$ cat src/rtl/acs_defs.svh
// Offsets, field positions, reset values and timing counts of the conversion sequencer
`ifndef ACS_DEFS_SVH
`define ACS_DEFS_SVH

// ----------------------------------------------------------------
// Clock and timing
// ----------------------------------------------------------------
`define ACS_CLK_MHZ 250
`define ACS_T_STRB_NS 40
`define ACS_STRB_CYC ((`ACS_T_STRB_NS * `ACS_CLK_MHZ + 999) / 1000)
`define ACS_T_WAKE_NS 1000
`define ACS_WAKE_CYC ((`ACS_T_WAKE_NS * `ACS_CLK_MHZ + 999) / 1000)
`define ACS_T_ACQ_NS 1400
`define ACS_ACQ_CYC ((`ACS_T_ACQ_NS * `ACS_CLK_MHZ + 999) / 1000)
`define ACS_T_SAMP_NS 500
`define ACS_SAMP_CYC ((`ACS_T_SAMP_NS * `ACS_CLK_MHZ + 999) / 1000)
`define ACS_T_CONV_NS 3600
`define ACS_CONV_CYC ((`ACS_T_CONV_NS * `ACS_CLK_MHZ + 999) / 1000)
`define ACS_T_TEMP_NS 53100
`define ACS_TEMP_CYC ((`ACS_T_TEMP_NS * `ACS_CLK_MHZ + 999) / 1000)

// ----------------------------------------------------------------
// Command byte fields
// ----------------------------------------------------------------
`define ACS_CB_CONV 7
`define ACS_CB_CH_HI 6
`define ACS_CB_CH_LO 3
`define ACS_CB_TEMP 0
`define ACS_SB_TAG 2'b01
`define ACS_SB_MODE_HI 5
`define ACS_SB_MODE_LO 4
`define ACS_SB_BIP 3
`define ACS_SB_AVG_HI 2
`define ACS_SB_AVG_LO 1

// ----------------------------------------------------------------
// Reset values
// ----------------------------------------------------------------
`define ACS_MODE_RST 2'b10
`define ACS_PINS_RST 4'h5

`endif

$ cat src/rtl/acs_pkg.sv
// Types shared by the conversion sequencer files
package acs_pkg;

  typedef enum logic [1:0] {
    ACS_M_STRB = 2'b00,
    ACS_M_TRACK = 2'b01,
    ACS_M_SER = 2'b10,
    ACS_M_EXT = 2'b11
  } acs_mode_e;

  typedef enum logic [2:0] {
    ACS_IDLE, ACS_WAKE, ACS_TRACK, ACS_SAMP, ACS_CONV, ACS_TEMP, ACS_STORE
  } acs_state_e;

  typedef struct packed {
    logic sclk;
    logic cs_n;
    logic din;
    logic strb_n;
  } acs_pins_s;

  typedef struct packed {
    acs_mode_e mode;
    logic bip;
    logic [1:0] avg;
    logic [3:0] last_ch;
    logic temp_req;
  } acs_cfg_s;

  typedef struct packed {
    acs_pins_s s1;
    acs_pins_s s2;
    acs_pins_s s3;
    acs_cfg_s cfg;
    acs_state_e st;
    logic temp_pend;
    logic tflag;
    logic [3:0] ch;
    logic [3:0] nconv;
    logic [13:0] acc;
    logic [15:0] tmr;
    logic [3:0] strb_cnt;
    logic [7:0] rx_sh;
    logic [2:0] rx_cnt;
    logic [15:0] tx_sh;
    logic [15:0] tx_word;
    logic [3:0] tx_cnt;
    logic tx_live;
    logic [15:0] word;
    logic dout;
    logic eoc_n;
    logic track;
    logic awake;
    logic [3:0] mux;
    logic [7:0] ext_byte;
    logic ext_valid;
  } acs_seq_s;

endpackage : acs_pkg

$ cat src/rtl/acs_fifo.sv
// Result queue with valid/ready on both sides
module acs_fifo #(
  parameter int W = 16,
  parameter int D = 4
) (
  input wire logic clock_i,
  input wire logic rst_n_i,
  input wire logic ce_i,
  input wire logic in_valid_i,
  output logic in_ready_o,
  input wire logic [W-1:0] in_data_i,
  output logic out_valid_o,
  input wire logic out_ready_i,
  output logic [W-1:0] out_data_o
);
  localparam int AW = (D > 1) ? $clog2(D) : 1;

  typedef struct packed {
    logic [D-1:0][W-1:0] mem;
    logic [AW-1:0] wp;
    logic [AW-1:0] rp;
    logic [AW:0] cnt;
  } acs_fifo_s;

  acs_fifo_s r;
  acs_fifo_s n;
  logic push;
  logic pop;

  always_comb begin
    n = r;
    in_ready_o = (r.cnt != (AW+1)'(D));
    out_valid_o = (r.cnt != '0);
    out_data_o = r.mem[r.rp];
    push = in_valid_i && in_ready_o;
    pop = out_ready_i && out_valid_o;
    if (push) begin
      n.mem[r.wp] = in_data_i;
      n.wp = (r.wp == AW'(D-1)) ? '0 : r.wp + 1'b1;
    end
    if (pop) begin
      n.rp = (r.rp == AW'(D-1)) ? '0 : r.rp + 1'b1;
    end
    n.cnt = r.cnt + (AW+1)'(push) - (AW+1)'(pop);
  end

  always_ff @(posedge clock_i) begin
    if (!rst_n_i) begin
      r <= '0;
    end else if (ce_i) begin
      r <= n;
    end
  end

endmodule : acs_fifo

$ cat src/rtl/acs_seq.sv
// Conversion sequencer, serial port and result readout
// Functional notes
// RULE_01 - Voltage code step is reference/1024; temperature code step is 0.125 C
// RULE_02 - Bipolar and temperature results two's complement; others straight binary
// RULE_03 - Select rising mid first byte drops the rest; next read gives next 8 bits
// RULE_04 - Cut second byte is dropped, queue kept; host skips 4 leading bits
// RULE_05 - Host selects the port only after end-of-conversion goes low
// RULE_06 - Write cut before eight clocks is ignored, target unchanged
// RULE_07 - Mode 00: strobe low 40 ns then high runs a whole scan
// RULE_08 - Mode 00: end-of-conversion low after scan until select or strobe falls
// RULE_09 - Requested temperature result is queued ahead of channel results, 12 bits
// RULE_10 - Host does not pulse the strobe again before end-of-conversion goes low
// RULE_11 - Other register writes are accepted while converting
// RULE_12 - Mode 01: falling strobe wakes and tracks; host holds low 1.4 us
// RULE_13 - Mode 01 with internal reference: host adds 45 us of strobe low time
// RULE_14 - Mode 01 temperature: timed internally; host holds strobe low 40 us
// RULE_15 - Mode 01: rising strobe converts, then shutdown and end-of-conversion low
// RULE_16 - Mode 01: host gives one strobe per conversion implied by scan and averaging
// RULE_17 - After the set number of averaged conversions, queue one result, step channel
// RULE_18 - Mode 01: temperature runs after first rising strobe following command byte
// RULE_19 - Powers up in mode 10; a command byte alone runs a full scan
// RULE_20 - Mode 10: end-of-conversion low after scan until select next falls
// RULE_21 - Host reads the queue only after all conversions finish
// RULE_22 - Results leave MSB first: four zeros, ten bits, two sub-bits, on falling clock
`include "acs_defs.svh"

module acs_seq #(
  parameter int TEMP_CYC = `ACS_TEMP_CYC
) (
  input wire logic clock_i,
  input wire logic rst_n_i,
  input wire logic ce_i,
  input wire logic sclk_i,
  input wire logic cs_n_i,
  input wire logic din_i,
  input wire logic convert_strobe_n_i,
  input wire logic [9:0] adc_code_i,
  input wire logic [11:0] temp_code_i,
  output logic dout_o,
  output logic eoc_n_o,
  output logic [3:0] mux_ch_o,
  output logic track_o,
  output logic awake_o,
  output logic [7:0] ext_byte_o,
  output logic ext_valid_o
);

  // ----------------------------------------------------------------
  // Helpers
  // ----------------------------------------------------------------
  function automatic logic [3:0] avg_last(input logic [1:0] a);
    case (a)
      2'b00: avg_last = 4'h0;
      2'b01: avg_last = 4'h3;
      2'b10: avg_last = 4'h7;
      default: avg_last = 4'hf;
    endcase
  endfunction : avg_last

  function automatic logic [15:0] fmt_word(input logic [13:0] s, input logic [1:0] a,
                                           input logic bip);
    logic [13:0] q;
    logic [9:0] c;
    q = 14'h0;
    case (a)
      2'b00: q = s;
      2'b01: q = s >> 2;
      2'b10: q = s >> 3;
      default: q = s >> 4;
    endcase
    c = q[9:0];
    if (bip) begin
      c[9] = ~c[9]; // see RULE_02
    end
    fmt_word = {4'h0, c, 2'b00}; // see RULE_22
  endfunction : fmt_word

  // ----------------------------------------------------------------
  // State
  // ----------------------------------------------------------------
  acs_pkg::acs_seq_s r;
  acs_pkg::acs_seq_s n;
  acs_pkg::acs_pins_s pins;
  logic cs_fall, cs_rise, sck_rise, sck_fall, st_fall, st_rise;
  logic conv_cmd, load_now, fin, tmr_done;
  logic [7:0] rx_byte;
  logic [13:0] sum;
  logic f_in_ready, f_out_valid, f_pop;
  logic [15:0] f_out_data;

  assign pins = '{sclk: sclk_i, cs_n: cs_n_i, din: din_i, strb_n: convert_strobe_n_i};

  always_comb begin
    n = r;
    n.ext_valid = 1'b0;
    conv_cmd = 1'b0;
    fin = 1'b0;
    f_pop = 1'b0;
    // Only the second stage and beyond feed logic
    n.s1 = pins;
    n.s2 = r.s1;
    n.s3 = r.s2;
    cs_fall = r.s3.cs_n && !r.s2.cs_n;
    cs_rise = !r.s3.cs_n && r.s2.cs_n;
    sck_rise = !r.s3.sclk && r.s2.sclk && !r.s2.cs_n;
    sck_fall = r.s3.sclk && !r.s2.sclk && !r.s2.cs_n;
    st_fall = r.s3.strb_n && !r.s2.strb_n;
    st_rise = !r.s3.strb_n && r.s2.strb_n;
    rx_byte = {r.rx_sh[6:0], r.s2.din};
    sum = r.acc + 14'(adc_code_i);
    tmr_done = (r.tmr == 16'h0);
    if (!tmr_done) begin
      n.tmr = r.tmr - 16'h1;
    end

    // Strobe low time, saturating at the least pulse width
    if (!r.s2.strb_n) begin
      if (r.strb_cnt != 4'(`ACS_STRB_CYC)) begin
        n.strb_cnt = r.strb_cnt + 4'h1;
      end
    end else begin
      n.strb_cnt = 4'h0;
    end

    // ----------------------------------------------------------------
    // Serial input
    // ----------------------------------------------------------------
    if (cs_fall || cs_rise) begin
      n.rx_cnt = 3'h0; // see RULE_06
    end
    if (sck_rise) begin
      n.rx_sh = rx_byte;
      n.rx_cnt = r.rx_cnt + 3'h1;
      if (r.rx_cnt == 3'h7) begin
        if (rx_byte[`ACS_CB_CONV]) begin
          n.cfg.last_ch = rx_byte[`ACS_CB_CH_HI:`ACS_CB_CH_LO];
          n.cfg.temp_req = rx_byte[`ACS_CB_TEMP];
          n.temp_pend = rx_byte[`ACS_CB_TEMP]; // see RULE_18
          n.ch = 4'h0;
          n.nconv = 4'h0;
          n.acc = 14'h0;
          conv_cmd = 1'b1;
        end else if (rx_byte[7:6] == `ACS_SB_TAG) begin
          n.cfg.mode = acs_pkg::acs_mode_e'(rx_byte[`ACS_SB_MODE_HI:`ACS_SB_MODE_LO]);
          n.cfg.bip = rx_byte[`ACS_SB_BIP];
          n.cfg.avg = rx_byte[`ACS_SB_AVG_HI:`ACS_SB_AVG_LO];
        end else begin
          // Passed on whatever the sequencer is doing
          n.ext_byte = rx_byte; // see RULE_11
          n.ext_valid = 1'b1;
        end
      end
    end

    // ----------------------------------------------------------------
    // Serial output
    // ----------------------------------------------------------------
    if (sck_fall) begin
      n.tx_sh = {r.tx_sh[14:0], 1'b0};
      n.tx_cnt = r.tx_cnt + 4'h1;
      n.dout = r.tx_sh[14]; // see RULE_22
    end
    if (cs_rise && r.tx_live) begin
      if (r.tx_cnt != 4'h0 && r.tx_cnt < 4'h8) begin
        n.tx_sh = {r.tx_word[7:0], 8'h00}; // see RULE_03
        n.tx_cnt = 4'h8;
        n.dout = r.tx_word[7];
      end else if (r.tx_cnt > 4'h8) begin
        n.tx_live = 1'b0; // see RULE_04
        n.dout = 1'b0;
      end
    end
    load_now = (cs_fall && !r.tx_live) || (sck_fall && r.tx_live && r.tx_cnt == 4'hf);
    if (load_now) begin
      f_pop = f_out_valid;
      n.tx_live = f_out_valid;
      n.tx_sh = f_out_valid ? f_out_data : 16'h0;
      n.tx_word = n.tx_sh;
      n.tx_cnt = 4'h0;
      n.dout = n.tx_sh[15];
    end

    // ----------------------------------------------------------------
    // End-of-conversion release
    // ----------------------------------------------------------------
    if (cs_fall || (st_fall && r.cfg.mode != acs_pkg::ACS_M_SER)) begin
      n.eoc_n = 1'b1; // see RULE_08 RULE_20
    end

    // ----------------------------------------------------------------
    // Sequencer
    // ----------------------------------------------------------------
    case (r.st)
      acs_pkg::ACS_IDLE: begin
        if ((r.cfg.mode == acs_pkg::ACS_M_SER && conv_cmd) ||
            (r.cfg.mode == acs_pkg::ACS_M_STRB && st_rise &&
             r.strb_cnt == 4'(`ACS_STRB_CYC))) begin
          n.st = acs_pkg::ACS_WAKE; // see RULE_07 RULE_19
          n.tmr = 16'(`ACS_WAKE_CYC);
          n.awake = 1'b1;
          n.ch = 4'h0;
          n.nconv = 4'h0;
          n.acc = 14'h0;
          n.mux = 4'h0;
          n.temp_pend = n.cfg.temp_req;
        end else if (r.cfg.mode == acs_pkg::ACS_M_TRACK && st_fall) begin
          n.st = acs_pkg::ACS_TRACK; // see RULE_12
          n.awake = 1'b1;
          n.track = 1'b1;
          n.mux = r.ch;
        end
      end
      acs_pkg::ACS_WAKE: begin
        if (tmr_done) begin
          if (r.temp_pend) begin
            n.st = acs_pkg::ACS_TEMP;
            n.tmr = 16'(TEMP_CYC);
          end else begin
            n.st = acs_pkg::ACS_TRACK;
            n.tmr = 16'(`ACS_ACQ_CYC);
            n.track = 1'b1;
          end
        end
      end
      acs_pkg::ACS_TRACK: begin
        // Mode 01 acquires for as long as the host holds the strobe low
        if (r.cfg.mode == acs_pkg::ACS_M_TRACK ? st_rise : tmr_done) begin
          if (r.temp_pend) begin
            n.st = acs_pkg::ACS_TEMP; // see RULE_18
            n.tmr = 16'(TEMP_CYC); // see RULE_14
            n.track = 1'b0;
          end else begin
            n.st = acs_pkg::ACS_SAMP; // see RULE_15
            n.tmr = 16'(`ACS_SAMP_CYC);
          end
        end
      end
      acs_pkg::ACS_TEMP: begin
        if (tmr_done) begin
          n.word = {4'h0, temp_code_i}; // see RULE_01 RULE_02 RULE_09
          n.temp_pend = 1'b0;
          n.tflag = 1'b1;
          n.st = acs_pkg::ACS_STORE;
        end
      end
      acs_pkg::ACS_SAMP: begin
        n.track = 1'b1;
        if (tmr_done) begin
          n.track = 1'b0;
          n.st = acs_pkg::ACS_CONV;
          n.tmr = 16'(`ACS_CONV_CYC);
        end
      end
      acs_pkg::ACS_CONV: begin
        if (tmr_done) begin
          if (r.nconv == avg_last(r.cfg.avg)) begin
            n.word = fmt_word(sum, r.cfg.avg, r.cfg.bip); // see RULE_01 RULE_17
            n.acc = 14'h0;
            n.nconv = 4'h0;
            n.st = acs_pkg::ACS_STORE;
          end else begin
            n.acc = sum;
            n.nconv = r.nconv + 4'h1;
            if (r.cfg.mode == acs_pkg::ACS_M_TRACK) begin
              fin = 1'b1; // see RULE_15
            end else begin
              n.st = acs_pkg::ACS_TRACK;
              n.tmr = 16'(`ACS_ACQ_CYC);
              n.track = 1'b1;
            end
          end
        end
      end
      acs_pkg::ACS_STORE: begin
        // A full queue stalls the scan here until the host reads
        if (f_in_ready) begin
          n.tflag = 1'b0;
          if (r.tflag) begin
            n.st = (r.cfg.mode == acs_pkg::ACS_M_TRACK) ? acs_pkg::ACS_SAMP : acs_pkg::ACS_TRACK;
            n.tmr = (r.cfg.mode == acs_pkg::ACS_M_TRACK) ? 16'(`ACS_SAMP_CYC) : 16'(`ACS_ACQ_CYC);
            n.track = 1'b1;
          end else begin
            n.ch = (r.ch == r.cfg.last_ch) ? 4'h0 : r.ch + 4'h1; // see RULE_17
            n.mux = n.ch;
            if (r.cfg.mode == acs_pkg::ACS_M_TRACK || r.ch == r.cfg.last_ch) begin
              fin = 1'b1;
            end else begin
              n.st = acs_pkg::ACS_TRACK;
              n.tmr = 16'(`ACS_ACQ_CYC);
              n.track = 1'b1;
            end
          end
        end
      end
      default: begin
        n.st = acs_pkg::ACS_IDLE;
      end
    endcase
    if (fin) begin
      // Set wins over a release in the same cycle
      n.st = acs_pkg::ACS_IDLE;
      n.eoc_n = 1'b0; // see RULE_08 RULE_15 RULE_20
      n.awake = 1'b0;
      n.track = 1'b0;
    end
  end

  always_ff @(posedge clock_i) begin
    if (!rst_n_i) begin
      r <= '0;
      r.s1 <= `ACS_PINS_RST;
      r.s2 <= `ACS_PINS_RST;
      r.s3 <= `ACS_PINS_RST;
      r.cfg.mode <= acs_pkg::acs_mode_e'(`ACS_MODE_RST); // see RULE_19
      r.eoc_n <= 1'b1;
    end else if (ce_i) begin
      r <= n;
    end
  end

  acs_fifo #(.W(16), .D(4)) u_fifo (
    .clock_i(clock_i),
    .rst_n_i(rst_n_i),
    .ce_i(ce_i),
    .in_valid_i(r.st == acs_pkg::ACS_STORE),
    .in_ready_o(f_in_ready),
    .in_data_i(r.word),
    .out_valid_o(f_out_valid),
    .out_ready_i(f_pop),
    .out_data_o(f_out_data)
  );

  assign dout_o = r.dout;
  assign eoc_n_o = r.eoc_n;
  assign mux_ch_o = r.mux;
  assign track_o = r.track;
  assign awake_o = r.awake;
  assign ext_byte_o = r.ext_byte;
  assign ext_valid_o = r.ext_valid;
endmodule : acs_seq

$ cat config.mk
export PLATFORM = sky130hd
export DESIGN_NAME = acs_seq
export DESIGN_NICKNAME = d
export VERILOG_FILES = /design/src/rtl/acs_pkg.sv /design/src/rtl/acs_fifo.sv /design/src/rtl/acs_seq.sv
export VERILOG_INCLUDE_DIRS = /design/src /design/src/rtl
export SDC_FILE = /design/constraint.sdc
export NUM_CORES = 1
export LEC_CHECK = 0
export BUFFER_PORTS_ARGS = -buffer_cell sky130_fd_sc_hd__buf_4
export CORE_MARGIN = 3
export CORE_UTILIZATION = 62
export DETAILED_ROUTE_END_ITERATION = 7
export PLACE_DENSITY = 0.8
export SYNTH_ARGS = -nofsm -noshare
export SYNTH_HDL_FRONTEND = slang
export SYNTH_SLANG_ARGS = --single-unit
export TNS_END_PERCENT = 10
$ cat constraint.sdc
create_clock -name clock_i -period 4.8 [get_ports clock_i]
set_input_delay 1.44 -clock clock_i [delete_from_list [all_inputs] [get_ports clock_i]]
set_output_delay 1.44 -clock clock_i [all_outputs]
set_load 0.03 [all_outputs]
# Yosys cells after proc, flatten, opt, wreduce, memory -nomap -nowiden
# Cells that the tools add are included.
[word_totals]
regBits = 218
in_bits = 29
out_inout_bits = 17
elab_cells = 299
[classes]
n_addsub = 11
magnitude_cmp = 5
n_eq_ne = 43
muxes = 125
n_bitwise = 3
n_reduce_logical = 67
[op_table]
columns = ["operator", "n"]
rows = [
  ["$mux W16", 18],
  ["$pmux W16 S6", 1],
  ["$mux W22", 3],
  ["$bwmux W64", 1],
  ["$mux W3", 17],
  ["$mux W1", 45],
  ["$ne A3 B3 Y1 const B", 14],
  ["$mux W4", 10],
  ["$mux W38", 1],
  ["$mux W37", 1],
  ["$pmux W18 S2", 1],
  ["$mux W34", 1],
  ["$bmux W16 S2", 1],
  ["$demux W16 S2", 1],
  ["$pmux W16 S2", 1],
  ["$mux W10", 3],
  ["$pmux W10 S3", 1],
  ["$mux W14", 2],
  ["$logic_and A1 B1 Y1", 21],
  ["$pmux W3 S7", 1],
  ["$mux W5", 4],
  ["$reduce_and A5 Y1", 4],
  ["$mux W18", 1],
  ["$reduce_bool A2 Y1", 9],
  ["other kinds (41)", 92],
]

# Depth between registers and ports, before layout
# Gate-level depths: netlist of the first run.
[depth]
word_depth = 13
mapped_depth = 13
mapped_depth_nobuf = 13

# Modules after synthesis
# A second synthesis of the first run with hierarchy kept.
[hier_totals]
cells_unflattened = 1289
area_unflattened_um2 = 10931.7
[modules_own_cells]
columns = ["mod", "instances", "cells_per_inst", "area_each_um2"]
rows = [
  ["acs_seq", 1, 990, 7688.6],
  ["acs_fifo", 1, 299, 3243.1],
]

# Least setup slack after synthesis of the first run
# No wires, ideal clock.
[synth_path]
path_kind = "in2reg"
start = "input port adc_code_i[0]"
end = "register r[28] in the netlist's numbering"
arrival_ns = 3.634
required_ns = 4.675
slack_ns = 1.041
stages = 9
n_path_buf = 0
cell_sequence = "ha_1 fa_1 a21o_1 a221oi_1 a311o_1 nor3_1 o311ai_0 a221o_1 nand3_1"
[synth_via]
elab_chain_cells = 10
[synth_rtl]
columns = ["item", "line_no", "rtl"]
rows = [
  ["from (decl)", "acs_seq.sv:37", "input wire logic [9:0] adc_code_i,"],
  ["$add A14 B10 Y14 (*)", "acs_seq.sv:110", "sum = r.acc + 14'(adc_code_i);"],
  ["$pmux W10 S3 (*)", "acs_seq.sv:65", "case (a)"],
  ["$mux W10 (*)", "acs_seq.sv:256", "if (r.nconv == avg_last(r.cfg.avg)) begin"],
  ["$mux W10 (*)", "acs_seq.sv:255", "if (tmr_done) begin"],
  ["$mux W10 (*)", "acs_seq.sv:193", "case (r.st)"],
  ["$not A1 Y1", "acs_seq.sv:73", "c[9] = ~c[9];"],
  ["$mux W1 (*)", "acs_seq.sv:72", "if (bip) begin"],
  ["$mux W16 (*)", "acs_seq.sv:256", ""],
  ["$mux W16 (*)", "acs_seq.sv:255", ""],
  ["$pmux W16 S2 (*)", "acs_seq.sv:193", ""],
  ["to (signal assigned)", "acs_seq.sv:317", "r <= n;"],
  ["to (decl)", "acs_seq.sv:81", "acs_pkg::acs_seq_s r;"],
]
# Every way passes the cells marked *; elsewhere a longest branch is shown, timed or not. The select of a mux whose other input is x is not followed.
# A chain may end at the register's enable or synchronous reset.

# Worst setup path after layout of the first run
# Ends and elaborated chain as after synthesis.

==> results of run 1 <==
==> worst paths after layout <==
check / startpoint / endpoint / slack [ns] / cells after the start
worst max-delay path: adc_code_i[0] / r[28] / 1.04 / 10
worst min-delay path: ext_byte_o[6] / ext_byte_o[6] / 0.45 / 2
worst max register to register: r[85] / r[90] / 1.46 / 12
worst min register to register: ext_byte_o[6] / ext_byte_o[6] / 0.45 / 2
==> worst max-delay path, stage by stage <==
cell and delay [ns]:
buf_4 0.11, ha_1 0.22, fa_1 0.41, a21o_1 0.21, a221oi_1 0.55, a311o_1 0.46, nor3_1 0.10, o311ai_0 0.35
a221o_1 0.17, nand3_1 0.07
==> synth_stat cells, types with 13 or more instances <==
master	count
nor2_1	123
inv_1	31
mux4_2	13
a21oi_1	120
mux2i_1	35
ha_1	29
a21o_1	13
o211ai_1	14
a211oi_1	24
o21ai_0	60
nand2_1	179
dfxtp_1	189
a22oi_1	20
nand3_1	82
a31oi_1	21
nor3_1	25
and3_1	14
clkbuf_1	76
==> flip-flops by register name, indices dropped and copies added (netlist names) <==
signal       count
r              110
u_fifo.r        55
n                8
ext_byte_o       7
mux_ch_o         4
awake_o          1
dout_o           1
eoc_n_o          1
ext_valid_o      1
track_o          1
==> kinds of logic after synthesis <==
family | Yosys count
AND/OR/NAND/NOR | 508
AO/OA/AOI/OAI | 361
flip-flops | 189
adder cells (fa/ha/maj) | 31
XOR/XNOR | 20
other | 1
multiplexers | 53
buffers and inverters | 133
==> final cells by class <==
cell class / count / share of cell area
Inverter: 32 / 0.0109
Multi-Input combinational cell: 974 / 0.535
Clock inverter: 15 / 0.0191
Tap cell: 216 / 0.0239
Clock buffer: 17 / 0.0377
Timing Repair Buffer: 56 / 0.0383
Sequential cell: 189 / 0.335
==> metal layers <==
| metal | track usage | routed length (um) |
|---|---|---|
| met5 | 0 | 0 |
| met4 | 0.105 | 644 |
| met3 | 0.0453 | 1810 |
| met2 | 0.489 | 12900 |
| met1 | 0.402 | 11400 |
==> where the power goes <==
group / total [mW] / internal (mW) / switching [mW]
clock: 1.50 / 0.768 / 0.736
combinational: 0.398 / 0.151 / 0.247
sequential: 1.64 / 1.59 / 0.0445
==> through the flow <==
stage | instance area [sq um] | hold slack, ns
2_1_floorplan | 10400 | 0.410
3_3_place_gp | 10700 | 0.417
3_5_place_dp | 10700 | 0.447
4_1_cts | 11300 | 0.457
5_1_grt | 11300 | 0.473
6_report | 11300 | 0.454
==> flow_summary.yaml, run 1 <==
status:
  status: "complete, no violations"
placement:
  dp_hpwl_mm: 17.9
  portBuffers: 44
  dp_slack_ns: 0.652
  place_congestion: 0.946
  dp_cells: 1467
drt:
  via_per_inst: 6.46
  antenna_left: 0
  wl_per_cell_um: 17.9
  drt_wl_total_mm: 26.8
  drcViolationCount: 0
  vias: 9686
  drt_iter0_markers: 1127
  drt_pass1_iterations: 6
yosys:
  ys_warn_count: 0
  yosys.area_share.simple: 0.230
  syn_nets: 1356
  synth_seq_cells: 189
  synth.top_cells.by_area: "dfxtp_1 (37%), nand2_1 (6.5%), a21oi_1 (5.8%), nor2_1 (4.5%), nand3_1 (4.0%)"
  synth_compound_area_frac: 0.227
  netlist_area_sq_um: 10400
  synth_flop_cell: "dfxtp_1"
  synth_top_cell_by_area: "dfxtp_1"
  synth_top_area_share: 0.365
  synth-edff-count: 0
  synth_xor_xnor_area_share: 0.0169
  synth.avg_cell_area_sq_um: 8.00
  netlist_instances: 1296
  seq_area_frac_synth: 0.365
  synthDistinctLibCells: 89
  synthMuxAreaShare: 0.0675
  synthArstFlopShare: 0
  synth_top_family_by_area: "simple AND/OR/NAND/NOR gates"
  synth_fa_ha_area_frac: 0.0389
finish:
  nNetsFinal: 1330
  multi_input_area_sq_um: 6040
  num_antenna_cells: 0
  fill_cells: 1316
  final_cell_mix: "dfxtp_1 (189), nand2_1 (179), nor2_1 (122)"
  layout_commonest_cell: "dfxtp_1"
  syn_to_final_growth_pct: 8.95
  fin_cells: 1499
  drive_above_1_share: 0.102
  regArea_sq_um: 3780
  post-route-util: 0.701
grt:
  grt_pass1_wl_mm: 44.8
  antenna_found_initial: 0
  grt_pass1_vias: 9036
  grt_max_degree: 84
  grt_usage: 0.298
  grt_overflow: 0
cts:
  clock-sinks: 189
  ctsRootBufferMaster: "clkbuf_16"
  cts_setup_buffers: 0
  postCtsHoldBufs: 0
  clk_pin_slew_ns: 0.08
  cts.htree.levels: 4
  cts_tree: "yes"
  clk_latency_ns: 0.45
  cts_buffers: 17
  ctsResizeCount: 0
  cts_buffer_depth: 2
setup_path:
  cp.required_ns: 5.13
  crit_path_end_kind: "register"
  crit_arrival_ns: 4.09
  critPathKind: "in2reg"
  cp-start-kind: "input pin"
  cp_max_fo: 8
sta:
  period_needed_ns: 3.76
  rsz0062_at_grt: "no"
  finalSetupViolations: 0
  setup_slack_ns: 1.04
  skew_ns: 0.0151
  slew_headroom: 0.357
  hold_viol_final: 0
  fin_tns_setup_ns: 0
  fin_crit_sh: 0.783
  fmax_mhz: 266
  tightestPinTransition_ns: 0.960
  maxSlewViolCount: 0
floorplanning:
  die_area_sq_um: 18300
  die_h_um: 135
  initial_core_util: 0.643
  core_sq_um: 16100
  rows: 46
  die_w_um: 135
  top_level_ports: 46
power:
  p_per_area_nw_per_um2: 313
  total_power_mw: 3.54
  leakage_nw: 4.08
  ir_drop_uv: 280
hold_path:
  hold_path.class: "reg2reg"
run:
  cap_violations: 0
No activity file was read; power rests on OpenSTA's default activity.
==> run 2, diff against run 1 <==
- CORE_UTILIZATION: 62 -> 56
- PLACE_DENSITY: 0.8 -> 0.76
- clock period: 4.8 -> 3.25 ns (I/O delays scaled with it)
==> flow_summary.yaml, run 2 (same netlist as run 1, synthesis figures left out) <==
power:
  swShare: 0.282
  combPwrFrac: 0.126
  p_switching_mw: 1.42
  leakage_nw: 4.24
  ir_drop_uv: 387
  total_power_mw: 5.04
  p_int_mw: 3.62
  p_per_area_nw_per_um2: 436
  clkPwrFrac: 0.395
  p_seq_frac: 0.479
setup_path:
  max_stage_delay_ns: 0.53
  cpLargestDelayFamily: "simple AND/OR/NAND/NOR gates"
  critPathBufInv: 3
  critPathKind: "reg2reg"
  cp_slowest_cell: "or4b_4"
  cp.required_ns: 3.60
  cp-start-kind: "register"
  path_cells: "inv_1, ha_1, or4b_4, nor3_4, a31oi_2, buf_4, o211ai_1, a211oi_1, buf_4, and3_1, a211oi_1"
  cp_max_fo: 11
  crit_path_end_kind: "register"
  crit_arrival_ns: 3.27
floorplanning:
  initial_core_util: 0.573
  rows: 49
  core_sq_um: 18100
  die_h_um: 142
  die_w_um: 142
  top_level_ports: 46
  die_area_sq_um: 20200
sta:
  finalSetupViolations: 0
  holdWs_ns: 0.426
  setup_slack_ns: 0.329
  fin_tns_setup_ns: 0
  slew_headroom: 0.362
  hold_viol_final: 0
  period_needed_ns: 2.92
  fin_crit_sh: 0.899
  maxSlewViolCount: 0
  fmax_mhz: 342
  rsz0062_at_grt: "no"
  skew_ns: 0.0168
  tightestPinTransition_ns: 0.953
finish:
  largest_register_ffs: 110
  drive_above_1_share: 0.130
  num_antenna_cells: 0
  post-route-util: 0.639
  nNetsFinal: 1372
  layout_commonest_cell: "dfxtp_1"
  syn_to_final_growth_pct: 11.5
  final_cell_mix: "dfxtp_1 (189), nand2_1 (179), nor2_1 (122)"
  largest_register: "r"
cts:
  clk_latency_ns: 0.44
  ctsRootBufferMaster: "clkbuf_16"
  clk_pin_slew_ns: 0.07
  cts_buffers: 17
  postCtsHoldBufs: 0
  cts_tree: "yes"
  cts_buffer_depth: 2
  cts_setup_buffers: 0
  clock-sinks: 189
  cts.htree.levels: 4
  ctsResizeCount: 0
placement:
  dp_hpwl_mm: 18.5
  dp_slack_ns: -0.0648
  place_congestion: 0.923
  portBuffers: 44
drt:
  drt_wl_total_mm: 26.7
  drt_iter0_markers: 1117
  antenna_left: 0
  drt_pass1_iterations: 8
  drcViolationCount: 0
  via_per_inst: 6.25
  vias: 9707
  wl_per_cell_um: 17.2
grt:
  grt_max_degree: 80
  grt_usage: 0.263
  grt_pass1_wl_mm: 44.4
  grt_pass1_vias: 9014
  grt_overflow: 0
  antenna_found_initial: 0
status:
  status: "complete, no violations"
run:
  cap_violations: 0
hold_path:
  hold_path.class: "reg2reg"
[run 2: power by group through the flow]
stage                     registers, mW  clock network (mW)  logic, mW
after floorplan                    2.45                   0      0.449
after global placement             2.46                   0      0.612
after detailed placement           2.46                   0      0.618
after CTS                          2.41                2.02      0.625
after global routing               2.42                2.12      0.693
final                              2.41                1.99      0.636
[run 2: area by class of cell]
class | instances | area, sq um
clock buffers | 19 | 433
clock inverters | 13 | 124
fillers | 1561 | 6530
inverters | 32 | 123
multi-input cells | 974 | 6050
flip-flops and latches | 189 | 3780
well taps | 229 | 287
repair buffers | 98 | 761
[run 2: final timing paths]
| kind | startpoint | endpoint | slack (ns) | depth (start not counted) |
|---|---|---|---|---|
| worst max-delay path | r[85] | r[88] | 0.33 | 11 |
| worst min-delay path | ext_byte_o[6] | ext_byte_o[6] | 0.43 | 2 |
| worst max register to register | r[85] | r[88] | 0.33 | 11 |
| worst min register to register | ext_byte_o[6] | ext_byte_o[6] | 0.43 | 2 |
[run 2: layer usage]
layer,vias to the layer above,part of all wire,global-route usage
met2,343,0.47,0.429
met1,4584,0.45,0.363
met3,58,0.064,0.0313
li1,4722,-,-
met5,-,0,0
met4,0,0.022,0.0924
[run 2: stage by stage]
| stage | cells | instance area, sq um |
|---|---|---|
| floorplan | 1296 | 10400 |
| global placement | 1522 | 11000 |
| detailed placement | 1522 | 11000 |
| CTS | 1554 | 11600 |
| global route | 1554 | 11600 |
| finish | 1554 | 11600 |
[run 2: worst register-to-register path, cell delays in order (launching register included)]
cell and delay (ns):
dfxtp_1 0.39, inv_1 0.13, ha_1 0.24, or4b_4 0.53, nor3_4 0.26, a31oi_2 0.16, buf_4 0.21, o211ai_1 0.24
a211oi_1 0.13, buf_4 0.18, and3_1 0.16, a211oi_1 0.21
==> run 3, diff against run 2 <==
- CORE_UTILIZATION: 56 -> 62
- CTS_CLUSTER_SIZE: default -> 8
- PLACE_DENSITY: 0.76 -> 0.8
- clock period: 3.25 -> 3.3 ns (I/O delays scaled with it)
==> flow_summary.yaml, run 3 (same netlist as run 1, synthesis figures left out) <==
drt:
  antenna_left: 0
  drt_wl_total_mm: 27.4
  drt_iter0_markers: 1059
  drcViolationCount: 0
  via_per_inst: 6.37
  vias: 9797
  wl_per_cell_um: 17.9
  drt_pass1_iterations: 6
placement:
  dp_cells: 1506
  place_area_sq_um: 11000
  dp_hpwl_mm: 18.6
  portBuffers: 44
  place_congestion: 0.954
  dp_slack_ns: -0.0992
cts:
  cts_tree: "yes"
  clock-sinks: 189
  clk_latency_ns: 0.44
  clk_pin_slew_ns: 0.07
  cts_buffers: 17
  cts_buffer_depth: 2
  cts.htree.levels: 4
  ctsRootBufferMaster: "clkbuf_16"
floorplanning:
  rows: 46
  initial_core_util: 0.643
  top_level_ports: 46
  die_w_um: 135
  core_sq_um: 16100
  die_area_sq_um: 18300
  die_h_um: 135
power:
  clkPwrFrac: 0.404
  p_switching_mw: 1.42
  swShare: 0.281
  ir_drop_uv: 395
  leakage_nw: 4.24
  p_per_area_nw_per_um2: 438
  combPwrFrac: 0.126
  p_int_mw: 3.63
  total_power_mw: 5.05
  p_seq_frac: 0.470
status:
  status: "complete, no violations"
setup_path:
  crit_path_end_kind: "register"
  critPathKind: "in2reg"
  cp-start-kind: "input pin"
  r2r_start: "r[86]"
  cp_max_fo: 4
  cp.required_ns: 3.68
  crit_start: "adc_code_i[0]"
  crit_arrival_ns: 3.36
sta:
  fin_tns_setup_ns: 0
  finalSetupViolations: 0
  period_needed_ns: 2.98
  skew_ns: 0.0119
  fin_crit_sh: 0.902
  tightestPinTransition_ns: 0.838
  maxSlewViolCount: 0
  rsz0062_at_grt: "no"
  holdWs_ns: 0.440
  slew_headroom: 0.440
  fmax_mhz: 336
  hold_viol_final: 0
  setup_slack_ns: 0.322
finish:
  fin_cells: 1537
  num_antenna_cells: 0
  syn_to_final_growth_pct: 11.4
  nNetsFinal: 1369
  fin_area_sq_um: 11500
  largest_register: "r"
  largest_register_ffs: 110
  layout_commonest_cell: "dfxtp_1"
  final_cell_mix: "dfxtp_1 (189), nand2_1 (179), nor2_1 (122)"
  post-route-util: 0.717
  drive_above_1_share: 0.129
hold_path:
  hold_path.class: "reg2reg"
  min_from: "ext_byte_o[6]"
grt:
  grt_max_degree: 75
  grt_pass1_vias: 9231
  antenna_found_initial: 0
  grt_pass1_wl_mm: 45.2
  grt_usage: 0.302
  grt_overflow: 0
run:
  cap_violations: 0
==> run 3: layout make-up <==
cell class                      instances  area, sq um
Multi-Input combinational cell        974         6050
Inverter                               32          123
Fill cell                            1321         4570
Clock inverter                         13          151
Tap cell                              216          270
Clock buffer                           18          429
Timing Repair Buffer                   95          738
Sequential cell                       189         3780
==> run 3: worst paths after layout <==
path	to	slack (ns)	cells after the start
worst min-delay path	ext_byte_o[6]	0.44	2
worst max register to register	r[86]	0.37	10
worst min register to register	ext_byte_o[6]	0.44	2
worst max-delay path	r[28]	0.32	11
==> run 3: worst max-delay path, cell delays in order <==
cell	delay (ns)
buf_4	0.11
ha_1	0.22
fa_1	0.41
a21o_1	0.23
a221oi_2	0.29
a311o_1	0.32
buf_4	0.17
o21a_1	0.12
o311ai_0	0.12
a221o_1	0.29
nand3_1	0.09
==> run 3: what timing repair did <==
action | CTS | global route
gates resized for setup | 0 | 1
buffers inserted | 0 | 0
setup endpoints to repair | 0 | 1
hold buffers | 0 | 0
hold endpoints to repair | 0 | 0
==> run 3: layer usage <==
| metal | routed length, um | global-route usage |
|---|---|---|
| met1 | 11700 | 0.399 |
| met2 | 13100 | 0.490 |
| met3 | 1900 | 0.0542 |
| met4 | 745 | 0.123 |
| met5 | 0 | 0 |
==> run 3: power by group through the flow <==
stage               sequential (mW)  combinational, mW  clock [mW]
floorplan                      2.41              0.442           0
global placement               2.42              0.607           0
detailed placement             2.42              0.616           0
CTS                            2.37              0.622        2.07
global route                   2.38              0.692        2.16
finish                         2.37              0.637        2.04
